===== src/shared/otpc_defines.vh =====
`ifndef OTPC_DEFINES_VH
`define OTPC_DEFINES_VH
`define OTPC_ADDR_W 19
`define OTPC_DATA_W 8
`define OTPC_CLK_MHZ 200
`define OTPC_PULSE_US 100
`define OTPC_PULSE_CYC (`OTPC_PULSE_US * `OTPC_CLK_MHZ)
`define OTPC_SETUP_US 2
`define OTPC_SETUP_CYC (`OTPC_SETUP_US * `OTPC_CLK_MHZ)
`define OTPC_READ_NS 150
`define OTPC_READ_CYC ((`OTPC_READ_NS * `OTPC_CLK_MHZ + 999) / 1000)
`define OTPC_MAX_PULSES 25
`define OTPC_ID_BIT 9
`define OTPC_SEL_BIT 0
`define OTPC_ERASED 8'hff
`define OTPC_OP_READ 2'h0
`define OTPC_OP_PROG 2'h1
`define OTPC_OP_IDENT 2'h2
`define OTPC_OP_FINAL 2'h3
`endif


===== src/rtl/otpc_timer.v =====
`timescale 1ns/1ps
module otpc_timer #(
  parameter W = 16
) (
  input wire clk_i,
  input wire srst_i,
  input wire ce_i,
  input wire load_i,
  input wire [W-1:0] count_i,
  output wire done_o
);
  reg [W-1:0] cnt;
  assign done_o = (cnt == {W{1'b0}});
  always @(posedge clk_i) begin
    if (srst_i) begin
      cnt <= {W{1'b0}};
    end else if (ce_i) begin
      if (load_i) begin
        cnt <= count_i;
      end else if (!done_o) begin
        cnt <= cnt - {{(W-1){1'b0}}, 1'b1};
      end
    end
  end
endmodule


===== src/rtl/otpc_ctrl.v =====
// Behaviour
// - Programming holds output gate high, sets address and data, then one 100us select-low pulse unless the byte is ff.
// - After each pulse the byte is read back, retrying up to 25 pulses in all.
// - Addresses are programmed in turn up to LAST_I, stopping at the first failing one; the final read-back pass at normal supply is a separate op (OTPC_OP_FINAL).
// - Devices sharing lines are kept idle by their own select held high.
// - Verify reads with both enables low and program supply still on.
// - Identify forces high voltage on the trigger line, byte select picks maker or part byte.
// - During identify all other address lines are held low.
// - Select is decoded per device and output gate follows the read strobe.
`timescale 1ns/1ps
`include "otpc_defines.vh"
module otpc_ctrl #(
  parameter PULSE_CYC = `OTPC_PULSE_CYC,
  parameter SETUP_CYC = `OTPC_SETUP_CYC,
  parameter READ_CYC = `OTPC_READ_CYC,
  parameter MAX_PULSES = `OTPC_MAX_PULSES
) (
  input wire CLK_I,
  input wire SRST_I,
  input wire CE_I,
  input wire START_I,
  input wire [1:0] OP_I,
  input wire [`OTPC_ADDR_W-1:0] ADDR_I,
  input wire [`OTPC_ADDR_W-1:0] LAST_I,
  input wire [`OTPC_DATA_W-1:0] WDATA_I,
  input wire ID_BYTE_I,
  output wire BUSY_O,
  output wire WREQ_O,
  output reg DONE_O,
  output reg FAIL_O,
  output reg PARITY_OK_O,
  output reg [`OTPC_ADDR_W-1:0] FAIL_ADDR_O,
  output reg [`OTPC_DATA_W-1:0] RDATA_O,
  output reg [`OTPC_ADDR_W-1:0] WORD_ADDRESS_O,
  output reg IDENTIFY_HIGH_VOLTAGE_O,
  output reg PROG_SUPPLY_O,
  output reg DEV_SELECT_N_O,
  output reg OUT_GATE_N_O,
  output reg [`OTPC_DATA_W-1:0] DATA_PORT_O,
  output reg DATA_PORT_OE_N_O,
  input wire [`OTPC_DATA_W-1:0] DATA_PORT_I
);
  localparam S_IDLE = 3'd0;
  localparam S_SETUP = 3'd1;
  localparam S_PULSE = 3'd2;
  localparam S_HOLD = 3'd3;
  localparam S_READ = 3'd4;
  localparam S_CHECK = 3'd5;
  localparam S_NEXT = 3'd6;
  localparam TW = 16;
  // Timer load and done detect add two cycles to the select-low time
  localparam PULSE_LOAD = PULSE_CYC - 2;

  reg [2:0] state;
  reg [1:0] op;
  reg [4:0] pulses;
  reg [`OTPC_ADDR_W-1:0] last;
  reg [`OTPC_DATA_W-1:0] wdata;
  reg [`OTPC_DATA_W-1:0] sync0;
  reg [`OTPC_DATA_W-1:0] sync1;
  reg tload;
  reg [TW-1:0] tcount;
  wire tdone;

  function odd_parity;
    input [`OTPC_DATA_W-1:0] b;
    begin
      odd_parity = ^b;
    end
  endfunction

  otpc_timer #(.W(TW)) u_timer (
    .clk_i(CLK_I),
    .srst_i(SRST_I),
    .ce_i(CE_I),
    .load_i(tload),
    .count_i(tcount),
    .done_o(tdone)
  );

  assign BUSY_O = (state != S_IDLE);
  assign WREQ_O = (state == S_NEXT) && (op == `OTPC_OP_PROG) && !tload;

  always @(posedge CLK_I) begin
    if (SRST_I) begin
      sync0 <= {`OTPC_DATA_W{1'b0}};
      sync1 <= {`OTPC_DATA_W{1'b0}};
    end else if (CE_I) begin
      sync0 <= DATA_PORT_I;
      sync1 <= sync0;
    end
  end

  always @(posedge CLK_I) begin
    if (SRST_I) begin
      state <= S_IDLE;
      op <= `OTPC_OP_READ;
      pulses <= 5'h00;
      last <= {`OTPC_ADDR_W{1'b0}};
      wdata <= `OTPC_ERASED;
      tload <= 1'b0;
      tcount <= {TW{1'b0}};
      DONE_O <= 1'b0;
      FAIL_O <= 1'b0;
      PARITY_OK_O <= 1'b0;
      FAIL_ADDR_O <= {`OTPC_ADDR_W{1'b0}};
      RDATA_O <= `OTPC_ERASED;
      WORD_ADDRESS_O <= {`OTPC_ADDR_W{1'b0}};
      IDENTIFY_HIGH_VOLTAGE_O <= 1'b0;
      PROG_SUPPLY_O <= 1'b0;
      DEV_SELECT_N_O <= 1'b1;
      OUT_GATE_N_O <= 1'b1;
      DATA_PORT_O <= `OTPC_ERASED;
      DATA_PORT_OE_N_O <= 1'b1;
    end else if (CE_I) begin
      tload <= 1'b0;
      DONE_O <= 1'b0;
      case (state)
        S_IDLE: begin
          if (START_I) begin
            op <= OP_I;
            last <= LAST_I;
            wdata <= WDATA_I;
            pulses <= 5'h00;
            FAIL_O <= 1'b0;
            tload <= 1'b1;
            if (OP_I == `OTPC_OP_IDENT) begin
              WORD_ADDRESS_O <= {`OTPC_ADDR_W{1'b0}};
              WORD_ADDRESS_O[`OTPC_SEL_BIT] <= ID_BYTE_I;
              IDENTIFY_HIGH_VOLTAGE_O <= 1'b1;
            end else begin
              WORD_ADDRESS_O <= ADDR_I;
            end
            if (OP_I == `OTPC_OP_PROG) begin
              PROG_SUPPLY_O <= 1'b1;
              OUT_GATE_N_O <= 1'b1;
              DATA_PORT_O <= WDATA_I;
              DATA_PORT_OE_N_O <= 1'b0;
              tcount <= SETUP_CYC[TW-1:0];
              state <= S_SETUP;
            end else begin
              PROG_SUPPLY_O <= 1'b0;
              tcount <= SETUP_CYC[TW-1:0];
              state <= S_HOLD;
            end
          end
        end
        S_SETUP: begin
          if (tdone && !tload) begin
            if (wdata == `OTPC_ERASED) begin
              DATA_PORT_OE_N_O <= 1'b1;
              tload <= 1'b1;
              tcount <= SETUP_CYC[TW-1:0];
              state <= S_HOLD;
            end else begin
              DEV_SELECT_N_O <= 1'b0;
              pulses <= pulses + 5'h01;
              tload <= 1'b1;
              tcount <= PULSE_LOAD[TW-1:0];
              state <= S_PULSE;
            end
          end
        end
        S_PULSE: begin
          if (tdone && !tload) begin
            DEV_SELECT_N_O <= 1'b1;
            tload <= 1'b1;
            tcount <= SETUP_CYC[TW-1:0];
            state <= S_HOLD;
          end
        end
        S_HOLD: begin
          if (tdone && !tload) begin
            DATA_PORT_OE_N_O <= 1'b1;
            DEV_SELECT_N_O <= 1'b0;
            OUT_GATE_N_O <= 1'b0;
            tload <= 1'b1;
            tcount <= READ_CYC[TW-1:0] + 16'd2;
            state <= S_READ;
          end
        end
        S_READ: begin
          if (tdone && !tload) begin
            RDATA_O <= sync1;
            DEV_SELECT_N_O <= 1'b1;
            OUT_GATE_N_O <= 1'b1;
            state <= S_CHECK;
          end
        end
        S_CHECK: begin
          state <= S_NEXT;
          if (op == `OTPC_OP_IDENT) begin
            PARITY_OK_O <= odd_parity(RDATA_O);
            IDENTIFY_HIGH_VOLTAGE_O <= 1'b0;
          end else if ((op == `OTPC_OP_PROG && RDATA_O != wdata) ||
                       (op == `OTPC_OP_FINAL && RDATA_O != WDATA_I)) begin
            if (op == `OTPC_OP_PROG && pulses < MAX_PULSES[4:0]) begin
              DATA_PORT_O <= wdata;
              DATA_PORT_OE_N_O <= 1'b0;
              tload <= 1'b1;
              tcount <= SETUP_CYC[TW-1:0];
              state <= S_SETUP;
            end else begin
              FAIL_O <= 1'b1;
              FAIL_ADDR_O <= WORD_ADDRESS_O;
            end
          end
        end
        S_NEXT: begin
          if (op == `OTPC_OP_READ || op == `OTPC_OP_IDENT || FAIL_O ||
              WORD_ADDRESS_O == last) begin
            DONE_O <= 1'b1;
            PROG_SUPPLY_O <= 1'b0;
            DATA_PORT_OE_N_O <= 1'b1;
            state <= S_IDLE;
          end else if (op == `OTPC_OP_FINAL || !tload) begin
            WORD_ADDRESS_O <= WORD_ADDRESS_O + 19'h00001;
            wdata <= WDATA_I;
            pulses <= 5'h00;
            tload <= 1'b1;
            tcount <= SETUP_CYC[TW-1:0];
            if (op == `OTPC_OP_PROG) begin
              DATA_PORT_O <= WDATA_I;
              DATA_PORT_OE_N_O <= 1'b0;
              state <= S_SETUP;
            end else begin
              state <= S_HOLD;
            end
          end
        end
        default: state <= S_IDLE;
      endcase
    end
  end
endmodule


===== config.mk =====
export PLATFORM = sky130hd
export DESIGN_NAME = otpc_ctrl
export DESIGN_NICKNAME = d
export VERILOG_FILES = /design/src/rtl/otpc_timer.v /design/src/rtl/otpc_ctrl.v
export VERILOG_INCLUDE_DIRS = /design/src /design/src/shared
export SDC_FILE = /design/constraint.sdc
export NUM_CORES = 1
export LEC_CHECK = 0
export BUFFER_PORTS_ARGS = -buffer_cell sky130_fd_sc_hd__buf_2
export CAP_MARGIN = 30
export CORE_MARGIN = 2
export CORE_UTILIZATION = 47
export DETAILED_ROUTE_END_ITERATION = 10
export PLACE_DENSITY_LB_ADDON = 0.05
export RECOVER_POWER = 50
export SLEW_MARGIN = 20
export SYNTH_ARGS = -nofsm -noshare
export SYNTH_HDL_FRONTEND = slang
export SYNTH_SLANG_ARGS = --single-unit

===== constraint.sdc =====
create_clock -name CLK_I -period 6.2 [get_ports CLK_I]
set_input_delay 0.31 -clock CLK_I [delete_from_list [all_inputs] [get_ports CLK_I]]
set_output_delay 0.31 -clock CLK_I [all_outputs]
set_load 0.03 [all_outputs]

==> impl_metrics.py <==
metrics = {
    "detailed_routing": {
        "dr_total_vias": 6532,
        "wirelength_um": 20100,
        "drtIter0Drc": 491,
        "ant_nets": 0,
        "first_pass_iters": 5,
        "routed_via_density": 5.765,
        "routedWlPerCell_um": 17.74,
        "drc_errors": 0,
    },
    "pwr": {
        "p_total_mw": 3.327,
        "p_per_area_nw_per_um2": 408.9,
        "vdd_ir_drop_max_mv": 0.2101,
        "leakage_nw": 3.235,
    },
    "clock_tree": {
        "post_cts_buffers": 0,
        "cts_buffer_depth": 2,
        "cts_hold_buf": 0,
        "numCtsBuffers": 17,
        "clk_latency_ns": 0.43,
        "tritoncts": "yes",
        "cts_root_buf": "clkbuf_16",
        "htree_levels": 4,
        "cts.reportedPaths.clkPinSlew_ns": 0.06,
        "cts_resized": 0,
        "clock-sinks": 136,
    },
    "logic_synthesis": {
        "ys_seq_area_share_pct": 39.14,
        "synth_top_area_share_pct": 39.14,
        "avgSynthCellArea_um2": 8.251,
        "synth_edf_count": 0,
        "netlist_instances": 843,
        "yosysWarnings": 0,
        "synth-seq-cells": 136,
        "synthTopCellsByArea": "dfxtp_1 39%, mux2i_1 7.9%, nand2_1 7.1%",
        "ys_types": 75,
        "synth_nets": 908,
        "ys.flop_type": "dfxtp_1",
        "yosys.area.top_type": "dfxtp_1",
        "synth-async-reset-ratio_pct": 0,
        "syn_area_um2": 6955,
    },
    "critical_path": {
        "worst_r2r_startpoint": "state[1]",
        "cp_data_arrival_time_ns": 4.00,
        "crit_path_start_kind": "primary input",
        "cp_top_family": "buffers and inverters",
        "timing.critical_path.buf_inv": 2,
        "max_stage_delay_ns": 1.42,
        "r2r_slack_ns": 3.25,
        "crit_fanout": 33,
        "worstPathCellList": "clkbuf_1, inv_1, a21oi_1, nand3_1, a2111oi_0, a31o_2, a21o_1",
        "worst-setup-path-type": "primary input to flip-flop",
        "critical_path.startpoint": "CE_I",
        "cp_slowest_cell": "clkbuf_1",
        "crit_path_end_kind": "flip-flop",
        "crit_required_ns": 6.57,
    },
    "run_status": {
        "status": "complete, but fails checks",
        "violations": "capacitance limit, slew limit",
    },
    "die": {
        "fp.dieH_um": 125.7,
        "ioPinCount": 125,
        "die_area_um2": 15790,
        "core.rowCount": 44,
        "die_w_um": 125.7,
        "initial_core_util_pct": 48.04,
        "fp.coreArea_um2": 14480,
    },
    "sta": {
        "clock-skew-final_ns": 0.008171,
        "hold_viol_final": 0,
        "clock.fmax_ghz": 0.2752,
        "grt_setup_unrepaired": "false",
        "period_share_pct": 58.60,
        "final.min_clock_period_ns": 3.633,
        "setup_viol": 0,
        "slew_violations": 34,
        "worstMarginPinSlew_ns": 2.032,
        "tns_ns": 0,
        "slew_headroom_pct": -35.50,
    },
    "cells_and_area": {
        "mostFrequentLayoutCell": "dfxtp_1",
        "final_cell_mix": "136 x dfxtp_1, 131 x nand2_1, 94 x nor2_1, 63 x clkbuf_1",
        "antennaDiodeCount": 0,
        "area_delta_synth_final_pct": 16.98,
        "layout.nets": 1001,
        "drive_gt1_share_pct": 14.23,
    },
    "global_route": {
        "grt.total_usage_pct": 25.09,
        "antenna_found_initial": 0,
        "grt_remaining_overflow": 0,
        "grt_pass1_wl_um": 32020,
        "grt_pass1_vias": 6251,
        "grt_max_degree": 57,
    },
    "min_path": {
        "hp-class": "primary input to flip-flop",
        "min_from": "DATA_PORT_I[5]",
    },
    "job": {
        "maxCapViolations": 1,
    },
    "placed_design": {
        "gp_congestion": 0.9124,
        "portBuffers": 124,
        "hpwl_um": 13830,
    },
}
[sequential cells by signal, indices dropped and copies added, names as in the netlist, 2 cells and up]
signal,flops
op,2
tcount,4
sync1,8
wdata,8
pulses,5
last,19
WORD_ADDRESS_O,19
u_timer.cnt,16
state,3
DATA_PORT_O,8
sync0,8
RDATA_O,8
FAIL_ADDR_O,19
[worst paths after layout]
check | end | cells after the start
max | DATA_PORT_OE_N_O | 7
min | sync0[5] | 3
max reg2reg | WORD_ADDRESS_O[14] | 6
min reg2reg | u_timer.cnt[1] | 2
[cell families after synthesis]
family,count (synthesis),share of synthesized area (%)
xor+xnor,51,6.422
flops,136,39.14
compound gates,172,16.64
mux,55,7.915
simple gates,355,24.59
buf+inv,70,4.569
fa+ha+maj,4,0.7196
[metal layers]
layer  global-route usage (%)  vias to the layer above  wire, um
li1                         -                     3154         -
met1                    34.50                     3127      9414
met2                    39.08                      222      9020
met3                    6.075                       29      1317
met4                    7.843                        0       348
met5                        0                        -         0
[per-stage QoR]
step / setup slack, ns / std cells / utilization, % / area (um2) / hold WS, ns
after floorplan: 3.887 / 843 / - / 6955 / 0.4342
after global placement: 3.465 / 1101 / 52.50 / 7601 / 0.4529
after detailed placement: 3.347 / 1101 / 52.50 / 7601 / 0.4603
after CTS: 3.325 / 1133 / 56.78 / 8222 / 0.1112
after global routing: 2.240 / 1133 / 56.20 / 8137 / 0.1224
final: 2.567 / 1133 / 56.20 / 8137 / 0.1191
[synth_stat cells, drive strengths merged (13+ instances only)]
cell type    n
a31oi       13
nand3       31
mux2i       55
dfxtp      136
a21oi       63
clkbuf      35
and3        14
nor3        23
xnor2       21
xor2        30
nor4        15
o21ai       34
nor2        96
inv         13
nand2      132
buf         22
[final cells by class]
cell class | instances | area (um2)
multi-input combinational | 637 | 3918
tap | 184 | 230.2
inverter | 13 | 48.80
clock inverter | 13 | 167.7
timing repair buffer | 131 | 596.8
clock buffer | 19 | 452.9
fill | 1409 | 6342
sequential | 136 | 2723
[worst reg2reg max path, cell delays in order (launching register included)]
cell	delay [ns]
dfxtp_1	0.85
nand3b_1	0.15
buf_4	0.28
nor3_1	0.35
a21o_1	0.80
nor2_1	0.12
o221a_2	0.30
[where the power goes]
part	internal (mW)	total, mW	switching (mW)
Sequential	0.989	1.17	0.178
Clock	0.658	1.07	0.411
Combinational	0.406	1.09	0.684
(Power assumes the default switching activity.)
